## src/include/rpc_defines.vh

```
// Operation
// Proprietary fieldbus runs 187500 or 400000 baud, 187500 by default.
// Modbus rates 9600 to 256000 baud, default 19200.
// Modbus framing RTU or ASCII, chosen by configuration.
// Modbus slave only; answers only what the master started.
// Modbus slave address configurable up to 247.
// Proprietary fieldbus holds up to 120 nodes with distinct addresses.
// Join automatic node search and gap-closing address optimisation.
// Top connector address is ten times tens digit plus units digit.
// Switches at 00 select automatic address installation.
// Top connector rate and parity only from written parameters.
// Push switch held from power-up: after hold, flash LEDs; release toggles mode.
// Configuration mode forces side port to RS232 at 38400 baud.
// Configuration mode state survives power loss.
// Same sequence in configuration mode leaves it, restoring stored settings.
// Side port set for RS485 ignores RS232 unless configuration mode.
// Side address and rate always writable; other side settings only in config mode.
// Factory reset leaves stored communication settings untouched.
// Local host relays RS232 requests onto the proprietary fieldbus.
// Switches sampled once after reset release, kept until next power-up.
`ifndef RPC_DEFINES_VH
`define RPC_DEFINES_VH

// Register byte offsets
`define RPC_OFS_CTRL    8'h00
`define RPC_OFS_ADDR    8'h04
`define RPC_OFS_STATUS  8'h08

// Control field positions
`define RPC_CTRL_PROTO  0
`define RPC_CTRL_ASCII  1
`define RPC_CTRL_FAST   2
`define RPC_CTRL_RATE_L 3
`define RPC_CTRL_RATE_H 5
`define RPC_CTRL_PAR_L  6
`define RPC_CTRL_PAR_H  7
`define RPC_CTRL_SIDE   8
`define RPC_CTRL_LHOST  9
`define RPC_CTRL_WMASK  32'h0000_003c
`define RPC_CTRL_RESET  10'h08b

// Address limits and defaults
`define RPC_ADDR_RESET  8'h03
`define RPC_ADDR_MIN    8'h01
`define RPC_ADDR_MB_MAX 8'hf7
`define RPC_ADDR_FB_MAX 8'h78

// Line rates in baud
`define RPC_BAUD_FB_LO  19'd187500
`define RPC_BAUD_FB_HI  19'd400000
`define RPC_BAUD_CFG    19'd38400

// Side port protocol codes
`define RPC_SIDE_RS232  2'h0
`define RPC_SIDE_FB485  2'h1
`define RPC_SIDE_MBRTU  2'h2
`define RPC_SIDE_MBASC  2'h3

// Hold and flash times
`define RPC_HOLD_MS     12000
`define RPC_FLASH_MS    200
`define RPC_CLK_KHZ     100000

`endif

```

## src/verilog/rpc_port_config.v

```verilog
`timescale 1ns/10ps
`default_nettype none
`include "rpc_defines.vh"

module rpc_port_config #(
    parameter HOLD_CYC  = `RPC_HOLD_MS * `RPC_CLK_KHZ,
    parameter FLASH_CYC = `RPC_FLASH_MS * `RPC_CLK_KHZ
) (
    // Clock and reset
    input  wire        clk,
    input  wire        rstn,
    // APB slave
    input  wire        psel,
    input  wire        penable,
    input  wire        pwrite,
    input  wire [7:0]  paddr,
    input  wire [31:0] pwdata,
    output reg  [31:0] prdata,
    output reg         pready,
    output reg         pslverr,
    // Panel pins
    input  wire [3:0]  tens_digit_switch,
    input  wire [3:0]  units_digit_switch,
    input  wire        push_switch,
    input  wire        top_conn_present,
    output reg         led_green,
    output reg         led_red,
    // Nonvolatile store of the configuration mode flag
    input  wire        nv_cfg_mode,
    output reg         nv_cfg_wr,
    output reg         nv_cfg_data,
    // Fieldbus engine
    input  wire        search_addr_valid,
    input  wire [7:0]  search_addr,
    input  wire        rs232_req,
    input  wire        factory_reset,
    output reg         relay_req,
    // Modbus engine
    input  wire        mb_request,
    input  wire        mb_reply_done,
    output reg         mb_reply_permit,
    // Port settings
    output reg  [1:0]  side_proto,
    output reg  [18:0] side_baud,
    output reg  [1:0]  side_parity,
    output reg         side_rs232_en,
    output reg  [18:0] top_baud,
    output reg  [1:0]  top_parity,
    output reg         top_ascii,
    output reg  [7:0]  node_addr,
    output reg         auto_install
);

////////////////////////////////////////////////////////////////////////////////
// Pin synchronisers

reg  [9:0] pin_s1_reg;
reg  [9:0] pin_s2_reg;

// Two stages before any logic reads a pin
always @(posedge clk) begin
    if (!rstn) begin
        pin_s1_reg <= 10'h000;
        pin_s2_reg <= 10'h000;
    end else begin
        pin_s1_reg <= {top_conn_present, push_switch,
                       tens_digit_switch, units_digit_switch};
        pin_s2_reg <= pin_s1_reg;
    end
end

wire       push_s = pin_s2_reg[8];
wire       top_s  = pin_s2_reg[9];

////////////////////////////////////////////////////////////////////////////////
// Power-up capture and hold sequence

localparam ST_WAIT  = 3'h0;
localparam ST_SAMP  = 3'h1;
localparam ST_HOLD  = 3'h2;
localparam ST_FLASH = 3'h3;
localparam ST_RUN   = 3'h4;
localparam ST_WAIT2 = 3'h5;

reg  [2:0]  st_reg;
reg  [2:0]  st_next;
reg  [31:0] cnt_reg;
reg  [31:0] fcnt_reg;
reg  [3:0]  tens_reg;
reg  [3:0]  units_reg;
reg         top_reg;
reg         cfg_mode_reg;
reg         flash_reg;
reg         toggle;

// Next state of the sequence
always @* begin
    st_next = st_reg;
    toggle  = 1'b0;
    case (st_reg)
        // Two waits so the second synchroniser stage holds the pins
        ST_WAIT:  st_next = ST_WAIT2;
        ST_WAIT2: st_next = ST_SAMP;
        ST_SAMP:  st_next = push_s ? ST_HOLD : ST_RUN;
        ST_HOLD: begin
            if (!push_s)
                st_next = ST_RUN;                 // Released too early
            else if (cnt_reg >= HOLD_CYC - 1)
                st_next = ST_FLASH;
        end
        ST_FLASH: begin
            if (!push_s) begin
                st_next = ST_RUN;
                toggle  = 1'b1;
            end
        end
        ST_RUN:   st_next = ST_RUN;
        default:  st_next = ST_WAIT;
    endcase
end

// Two wait states let the synchronisers fill before the one-time sample
always @(posedge clk) begin
    if (!rstn) begin
        st_reg       <= ST_WAIT;
        cnt_reg      <= 32'h0000_0000;
        fcnt_reg     <= 32'h0000_0000;
        flash_reg    <= 1'b0;
        tens_reg     <= 4'h0;
        units_reg    <= 4'h0;
        top_reg      <= 1'b0;
        cfg_mode_reg <= 1'b0;
        nv_cfg_wr    <= 1'b0;
        nv_cfg_data  <= 1'b0;
    end else begin
        st_reg    <= st_next;
        nv_cfg_wr <= toggle;
        if (st_reg == ST_SAMP) begin
            tens_reg     <= pin_s2_reg[7:4];
            units_reg    <= pin_s2_reg[3:0];
            top_reg      <= top_s;
            cfg_mode_reg <= nv_cfg_mode;
            nv_cfg_data  <= nv_cfg_mode;
        end
        if (toggle) begin
            cfg_mode_reg <= ~cfg_mode_reg;
            nv_cfg_data  <= ~cfg_mode_reg;
        end
        cnt_reg <= (st_reg == ST_HOLD) ? cnt_reg + 32'h0000_0001
                                       : 32'h0000_0000;
        // Equal on and off times while waiting for release
        if (st_reg != ST_FLASH) begin
            fcnt_reg  <= 32'h0000_0000;
            flash_reg <= 1'b0;
        end else if (fcnt_reg >= FLASH_CYC - 1) begin
            fcnt_reg  <= 32'h0000_0000;
            flash_reg <= ~flash_reg;
        end else begin
            fcnt_reg  <= fcnt_reg + 32'h0000_0001;
        end
    end
end

////////////////////////////////////////////////////////////////////////////////
// Switch address

// Decimal digits above 9 are not valid; they clamp to 9
wire [3:0] tens_c  = (tens_reg > 4'h9) ? 4'h9 : tens_reg;
wire [3:0] units_c = (units_reg > 4'h9) ? 4'h9 : units_reg;
wire [7:0] sw_addr = {tens_c, 3'b000} + {3'b000, tens_c, 1'b0}
                   + {4'h0, units_c};
wire       sw_zero = (sw_addr == 8'h00);

////////////////////////////////////////////////////////////////////////////////
// Registers

reg  [9:0] ctrl_reg;
reg  [7:0] addr_reg;
reg  [7:0] search_reg;

wire       mb_mode  = ctrl_reg[`RPC_CTRL_PROTO];
wire       acc      = psel & penable & pready;
wire       wr_ctrl  = acc & pwrite & (paddr == `RPC_OFS_CTRL);
wire       wr_addr  = acc & pwrite & (paddr == `RPC_OFS_ADDR);
wire [7:0] addr_max = mb_mode ? `RPC_ADDR_MB_MAX : `RPC_ADDR_FB_MAX;
wire       addr_ok  = (pwdata[31:8] == 24'h000000)
                    & (pwdata[7:0] >= `RPC_ADDR_MIN)
                    & (pwdata[7:0] <= addr_max);
wire       hit      = (paddr == `RPC_OFS_CTRL) | (paddr == `RPC_OFS_ADDR)
                    | (paddr == `RPC_OFS_STATUS);
wire       bad      = !hit | (pwrite & (paddr == `RPC_OFS_STATUS))
                    | (pwrite & (paddr == `RPC_OFS_ADDR) & !addr_ok);
wire [31:0] wmask   = cfg_mode_reg ? 32'h0000_03ff : `RPC_CTRL_WMASK;

// Outside configuration mode only the rate fields take a write;
// factory_reset is deliberately not a term here
always @(posedge clk) begin
    if (!rstn) begin
        ctrl_reg   <= `RPC_CTRL_RESET;
        addr_reg   <= `RPC_ADDR_RESET;
        search_reg <= 8'h00;
    end else begin
        if (wr_ctrl)
            ctrl_reg <= (ctrl_reg & ~wmask[9:0])
                      | (pwdata[9:0] & wmask[9:0]);
        if (wr_addr & addr_ok)
            addr_reg <= pwdata[7:0];
        if (search_addr_valid && search_addr >= `RPC_ADDR_MIN
                && search_addr <= `RPC_ADDR_FB_MAX)
            search_reg <= search_addr;
    end
end

////////////////////////////////////////////////////////////////////////////////
// APB answer, one wait state

always @(posedge clk) begin
    if (!rstn) begin
        pready  <= 1'b0;
        pslverr <= 1'b0;
        prdata  <= 32'h0000_0000;
    end else begin
        pready  <= psel & penable & !pready;
        pslverr <= psel & penable & !pready & bad;
        prdata  <= 32'h0000_0000;
        if (psel & penable & !pready & !pwrite) begin
            case (paddr)
                `RPC_OFS_CTRL:   prdata <= {22'h000000, ctrl_reg};
                `RPC_OFS_ADDR:   prdata <= {24'h000000, addr_reg};
                `RPC_OFS_STATUS: prdata <= {2'b00, top_baud, node_addr,
                                            st_reg == ST_FLASH, auto_install,
                                            cfg_mode_reg};
                default:         prdata <= 32'h0000_0000;
            endcase
        end
    end
end

////////////////////////////////////////////////////////////////////////////////
// Rate tables

reg  [18:0] mb_baud;

// Eight Modbus rates, index 1 is the default
always @* begin
    case (ctrl_reg[`RPC_CTRL_RATE_H:`RPC_CTRL_RATE_L])
        3'h0:    mb_baud = 19'd9600;
        3'h1:    mb_baud = 19'd19200;
        3'h2:    mb_baud = 19'd38400;
        3'h3:    mb_baud = 19'd56000;
        3'h4:    mb_baud = 19'd57600;
        3'h5:    mb_baud = 19'd115200;
        3'h6:    mb_baud = 19'd128000;
        default: mb_baud = 19'd256000;
    endcase
end

wire [18:0] fb_baud = ctrl_reg[`RPC_CTRL_FAST] ? `RPC_BAUD_FB_HI
                                                : `RPC_BAUD_FB_LO;
wire [18:0] bus_baud = mb_mode ? mb_baud : fb_baud;
wire [1:0]  bus_proto = !mb_mode ? `RPC_SIDE_FB485 :
                        ctrl_reg[`RPC_CTRL_ASCII] ? `RPC_SIDE_MBASC
                                                  : `RPC_SIDE_MBRTU;
wire        side485 = ctrl_reg[`RPC_CTRL_SIDE];
wire [1:0]  parity  = mb_mode ? ctrl_reg[`RPC_CTRL_PAR_H:`RPC_CTRL_PAR_L]
                              : 2'h0;

////////////////////////////////////////////////////////////////////////////////
// Port settings and traffic permits

always @(posedge clk) begin
    if (!rstn) begin
        side_proto      <= `RPC_SIDE_RS232;
        side_baud       <= `RPC_BAUD_CFG;
        side_parity     <= 2'h0;
        side_rs232_en   <= 1'b0;
        top_baud        <= `RPC_BAUD_FB_LO;
        top_parity      <= 2'h0;
        top_ascii       <= 1'b0;
        node_addr       <= `RPC_ADDR_RESET;
        auto_install    <= 1'b0;
        led_green       <= 1'b0;
        led_red         <= 1'b0;
        relay_req       <= 1'b0;
        mb_reply_permit <= 1'b0;
    end else begin
        // Config mode overrides whatever bus type is stored
        if (cfg_mode_reg || !side485) begin
            side_proto  <= `RPC_SIDE_RS232;
            side_baud   <= `RPC_BAUD_CFG;
            side_parity <= 2'h0;
        end else begin
            side_proto  <= bus_proto;
            side_baud   <= bus_baud;
            side_parity <= parity;
        end
        side_rs232_en <= cfg_mode_reg | !side485;
        top_baud      <= bus_baud;
        top_parity    <= parity;
        top_ascii     <= ctrl_reg[`RPC_CTRL_ASCII];
        // Top connector takes the switches, side port its register
        if (top_reg) begin
            auto_install <= sw_zero;
            node_addr    <= sw_zero ? search_reg : sw_addr;
        end else begin
            auto_install <= 1'b0;
            node_addr    <= addr_reg;
        end
        led_green <= flash_reg;
        led_red   <= flash_reg;
        // Relay only on fieldbus with the side port on RS232
        relay_req <= rs232_req & ctrl_reg[`RPC_CTRL_LHOST]
                   & !mb_mode & top_reg & (cfg_mode_reg | !side485);
        // Reply window opens on a master request only; a new request
        // in the closing cycle keeps it open
        if (!mb_mode)
            mb_reply_permit <= 1'b0;
        else if (mb_request)
            mb_reply_permit <= 1'b1;
        else if (mb_reply_done)
            mb_reply_permit <= 1'b0;
    end
end

endmodule
`default_nettype wire

```

## config.mk

```make
export PLATFORM = sky130hd
export DESIGN_NAME = rpc_port_config
export DESIGN_NICKNAME = d
export VERILOG_FILES = /design/src/verilog/rpc_port_config.v
export VERILOG_INCLUDE_DIRS = /design/src /design/src/include
export SDC_FILE = /design/constraint.sdc
export NUM_CORES = 1
export LEC_CHECK = 0
export BUFFER_PORTS_ARGS = -buffer_cell sky130_fd_sc_hd__buf_2
export CAP_MARGIN = 20
export CORE_MARGIN = 8
export CORE_UTILIZATION = 45
export CTS_BUF_LIST = sky130_fd_sc_hd__clkbuf_2
export CTS_CLUSTER_DIAMETER = 30
export DETAILED_ROUTE_END_ITERATION = 8
export PLACE_DENSITY = 0.68
export SKIP_CTS_REPAIR_TIMING = 1
export SYNTH_ARGS = -nofsm -noshare
export SYNTH_HDL_FRONTEND = slang
export SYNTH_SLANG_ARGS = --single-unit
```

## constraint.sdc

```tcl
create_clock -name clk -period 3.39 [get_ports clk]
set_input_delay 0.678 -clock clk [delete_from_list [all_inputs] [get_ports clk]]
set_output_delay 0.678 -clock clk [all_outputs]
set_load 0.01 [all_outputs]
```

# After elaboration in Yosys (flattened, before gate mapping)
# Cells that the tools add are included.
[totals] regBits=217 inputBits=69 out_inout_bits=95
[classes] add_sub_neg=4 order_cmp=8 n_eq_ne=16 mux=24 n_bitwise=31 reduce_logical=25
[op_table] operator="case mux 18 bit (7 select lines)" n=1
[op_table] operator="case mux 30 bit (3 select lines)" n=1
[op_table] operator="adder 32 x 1 -> 32 bit, second input constant" n=2
[op_table] operator="two-way mux 19 bit" n=2
[op_table] operator=">= comparator 32 x 25 -> 1 bit, second input constant" n=1
[op_table] operator=">= comparator 32 x 31 -> 1 bit, second input constant" n=1
[op_table] operator="zero test 24 bit" n=1
[op_table] operator="two-way mux 8 bit" n=3
[op_table] operator="bitwise AND 10 bit" n=2
[op_table] operator="bitwise AND 1 bit" n=18
[op_table] operator="case mux 3 bit (6 select lines)" n=1
[op_table] operator=">= comparator 8 x 1 -> 1 bit, second input constant" n=2
[op_table] operator="zero test 8 bit" n=2
[op_table] operator="equality test 3 bit, second input constant" n=5
[op_table] operator="equality test 3 x 2 -> 1 bit, second input constant" n=4
[op_table] operator="two-way mux 3 bit" n=4
[op_table] operator="two-way mux 10 bit" n=1
[op_table] operator="NOT 10 bit" n=1
[op_table] operator="OR 10 bit" n=1
[op_table] operator="AND reduction 2 bit" n=5
[op_table] operator="adder 7 x 5 -> 8 bit" n=1
[op_table] operator="adder 8 x 4 -> 8 bit" n=1
[op_table] operator="equality test 8 x 3 -> 1 bit, second input constant" n=1
[op_table] operator="equality test 8 x 4 -> 1 bit, second input constant" n=1
[op_table] operator="19 further kinds" n=46

# Longest topological paths before layout
[depth] depth_word=7 ltp_mapped=11

# Least setup slack after synthesis
# No wires, ideal clock.
[synth_timing] kind="register to register" startpoint="register tens_reg[3]" endpoint="register node_addr[1]" setup_ps=74 arrival_ps=2826 required_time_ps=3316 slack_ps=490 path_stages_with_launch=12 n_path_buf=0 period_less_slack_ps=2900 cell_sequence="dfxtp_1 > o21ai_0 > nand2b_1 > inv_1 > fa_1 > inv_1 > fa_1 > and3_1 > or3_1 > a211oi_2 > a311oi_1 > o21ai_0"
[synth_between] elab_chain_cells=7
[synth_lines] item="start, declared" line="rpc_port_config.v:89" text="reg [3:0] tens_reg;"
[synth_lines] item="start signal, assigned" line="rpc_port_config.v:139" text="tens_reg <= pin_s2_reg[7:4];"
[synth_lines] item="> comparator 4 bit" line="rpc_port_config.v:168" text="wire [3:0] tens_c = (tens_reg > 4'h9) ? 4'h9 : tens_reg;"
[synth_lines] item="two-way mux 4 bit *" line="rpc_port_config.v:168"
[synth_lines] item="adder 7 x 5 -> 8 bit *" line="rpc_port_config.v:170" text="wire [7:0] sw_addr = {tens_c, 3'b000} + {3'b000, tens_c, 1'b0}"
[synth_lines] item="adder 8 x 4 -> 8 bit *" line="rpc_port_config.v:171" text="+ {4'h0, units_c};"
[synth_lines] item="zero test 8 bit" line="rpc_port_config.v:172" text="wire sw_zero = (sw_addr == 8'h00);"
[synth_lines] item="two-way mux 8 bit *" line="rpc_port_config.v:304" text="node_addr <= sw_zero ? search_reg : sw_addr;"
[synth_lines] item="two-way mux 8 bit *" line="rpc_port_config.v:302" text="if (top_reg) begin"
[synth_lines] item="end signal, assigned" line="rpc_port_config.v:280" text="node_addr <= `RPC_ADDR_RESET;"
[synth_lines] item="end signal, assigned" line="rpc_port_config.v:304"
[synth_lines] item="end signal, assigned" line="rpc_port_config.v:307" text="node_addr <= addr_reg;"
[synth_lines] item="end, declared" line="rpc_port_config.v:50" text="output reg [7:0] node_addr,"
# Mark *: on every way between the ends. The rest lies on a longest branch, timed or not.
# A chain may end at the register's enable or synchronous reset.

# Worst setup path in the final report
[layout_timing] startpoint="register tens_reg[3]" endpoint="register node_addr[2]"
# The elaborated chain is that of the path after synthesis.

==> results.cfg <==
[outcome]
status = completed

[timing]
finalCriticalPeriod_ns = 3.07
tightest_slew_ns = 1.01
fin_crit_sh_pct = 90.5
slew_viol_final = 0
fmax_ghz = 0.326
tns_ns = 0
hold_violations = 0
skew_ns = 0.0371
max_slew_margin_pct = 32.3
rsz0062_at_grt = false
finalSetupViolCount = 0
setup_slack_ns = 0.321

[route]
viasPerCell = 4.97
first_pass_iters = 4
wl_per_cell_um = 14.4
vias = 6217
finalWirelength_um = 18000
drc = 0
ant_nets = 0
first_iter_violations = 306

[power]
vdd_ir_drop_max_uv = 365
p_per_area_nw_per_um2 = 406
total_power_mw = 3.71
p_leak_nw = 3.83

[floorplan]
fp.dieW_um = 149
die_area_um2 = 22300
core_um2 = 17700
die_h_um = 149
initial_core_util_pct = 45.2
num_rows = 49
io-pin-count = 164

[worst_setup_path]
path_max_fanout = 9
r2r-start = tens_reg[3]
cp-startpoint = tens_reg[3]
path_cells = o21ai_0, nand2b_1, inv_1, fa_1, inv_1, fa_1, and3_1, or3_1, a211oi_2, buf_4, a31oi_1, a21oi_1
crit_slowest_cell = dfxtp_1
worstSetupPathType = reg -> reg
cp-end-kind = register
critPathLaunchType = register
worst-endpoint-arrival_ns = 3.73
crit_required_ns = 4.05
cpPeakStageDelay_ns = 0.51

[logic_synthesis]
yosys.cell_types.count = 56
yosysSeqAreaShare_pct = 50.0
netlist_area_um2 = 8010
postSynthAreaPerCell_um2 = 9.25
synthTopCellsByArea = dfxtp_1 (50%), nor2_1 (4.8%), mux2i_1 (4.7%), nand2_1 (3.5%), and2_1 (3.2%)
syn_inst = 866
yosys_warnings = 0
yosysTopAreaCell = dfxtp_1
synth_ff_type = dfxtp_1
synth_top_cell_area_share_pct = 50.0
ys_async_sr_fraction_pct = 0
ys_seq_elements = 200
synth-edff-count = 0

[min_path]
hp-class = in -> reg
min_from = push_switch

[finish]
area_growth_pct = 13.9
mostFrequentLayoutCell = dfxtp_1
nets = 1092
layout-drive-gt1-share_pct = 19.9
final_cell_mix = dfxtp_1 (200), buf_2 (151), nor2_1 (102)

[placement]
portBuffers = 151
pre_cts_ws_ns = 0.377
dpl.hpwl_um = 13500
gp_congestion = 0.816

[clocking]
htree_levels = 4
cts_buffers = 17
cts.clk_slew.worst_paths_ns = 0.24
clock_path_buffers = 2
clock_latency_ns = 0.73
tritoncts = done
root_buffer = clkbuf_2
cts_sinks = 200

[grt]
grtUsageTotal_pct = 16.1
antenna_found_initial = 1
grt_first_pass_wirelength_um = 29000
grt_pass1_vias = 5960
overflow = 0
grt_max_degree = 57

[run]
cap_violations = 0
-- Yosys cell counts, drive strengths merged (3+ instances only) --
master and instances:
nand4 23, or3 6, inv 22, or4 6
nand2 75, and4 7, a21o 3, and3 19
o211ai 7, dfxtp 200, xnor2 25, a21oi 30
nand2b 7, nor2b 31, nor3b 4, and2 42
buf 22, a31oi 6, nand3 34, o21ai 21
ha 14, xor2 24, clkbuf 31, a21boi 3
nor3 18, nor2 102, mux2i 38, nor4 19
-- power breakdown --
part	internal, mW	switching, mW
Clock	0.345	0.758
Combinational	0.0880	0.106
Sequential	2.39	0.0189
Total	2.83	0.883
-- path summary, 6_finish.rpt --
check / to / slack [ns] / depth (start not counted)
hold reg to reg: fcnt_reg[0] / 0.46 / 1
setup reg to reg: node_addr[2] / 0.32 / 12
hold / removal: pin_s1_reg[8] / 0.14 / 2
setup / recovery: node_addr[2] / 0.32 / 12
-- critical path: cells and delay by family (launching register included) --
| family | cells | cell delay (ns) |
|---|---|---|
| flip-flops | 1 | 0.51 |
| AND/OR/NAND/NOR | 3 | 0.62 |
| AO/OA/AOI/OAI | 4 | 0.61 |
| buffers and inverters | 3 | 0.32 |
| adder cells (fa/ha/maj) | 2 | 0.95 |
-- area by class of cell --
cell class / count / area, um2
timing repair buffer: 158 / 808
sequential: 200 / 4000
inverter: 22 / 82.6
fill: 1703 / 8590
clock buffer: 20 / 100
antenna: 1 / 2.50
clock inverter: 12 / 126
tap: 229 / 287
multi-input combinational: 608 / 3720
-- cell families after synthesis --
group / after synthesis / synth area share [%]
other cells: 1 / 0.0468
xor+xnor: 49 / 5.36
buf+inv: 75 / 4.47
compound gates: 86 / 6.76
fa+ha+maj: 16 / 2.69
simple gates: 401 / 26.0
mux: 38 / 4.75
flops: 200 / 50.0
-- layer usage --
layer / GRT usage (%) / share of wire, %
met2: 27.1 / 46
met5: 0 / 0
met1: 20.3 / 47
met4: 4.29 / 1.0
met3: 3.78 / 5.4
-- metrics by stage --
step / utilization [%] / hold WS (ns) / cells / cell area (um2)
finish: 51.5 / 0.138 / 1250 / 9130
global route: 51.5 / 0.0349 / 1250 / 9130
CTS: 51.5 / 0.0471 / 1249 / 9130
detailed placement: 50.2 / 0.418 / 1217 / 8900
global placement: 50.2 / 0.414 / 1217 / 8900
floorplan: - / 0.410 / 883 / 8080
Note: power is estimated with default switching activity, not from simulation.
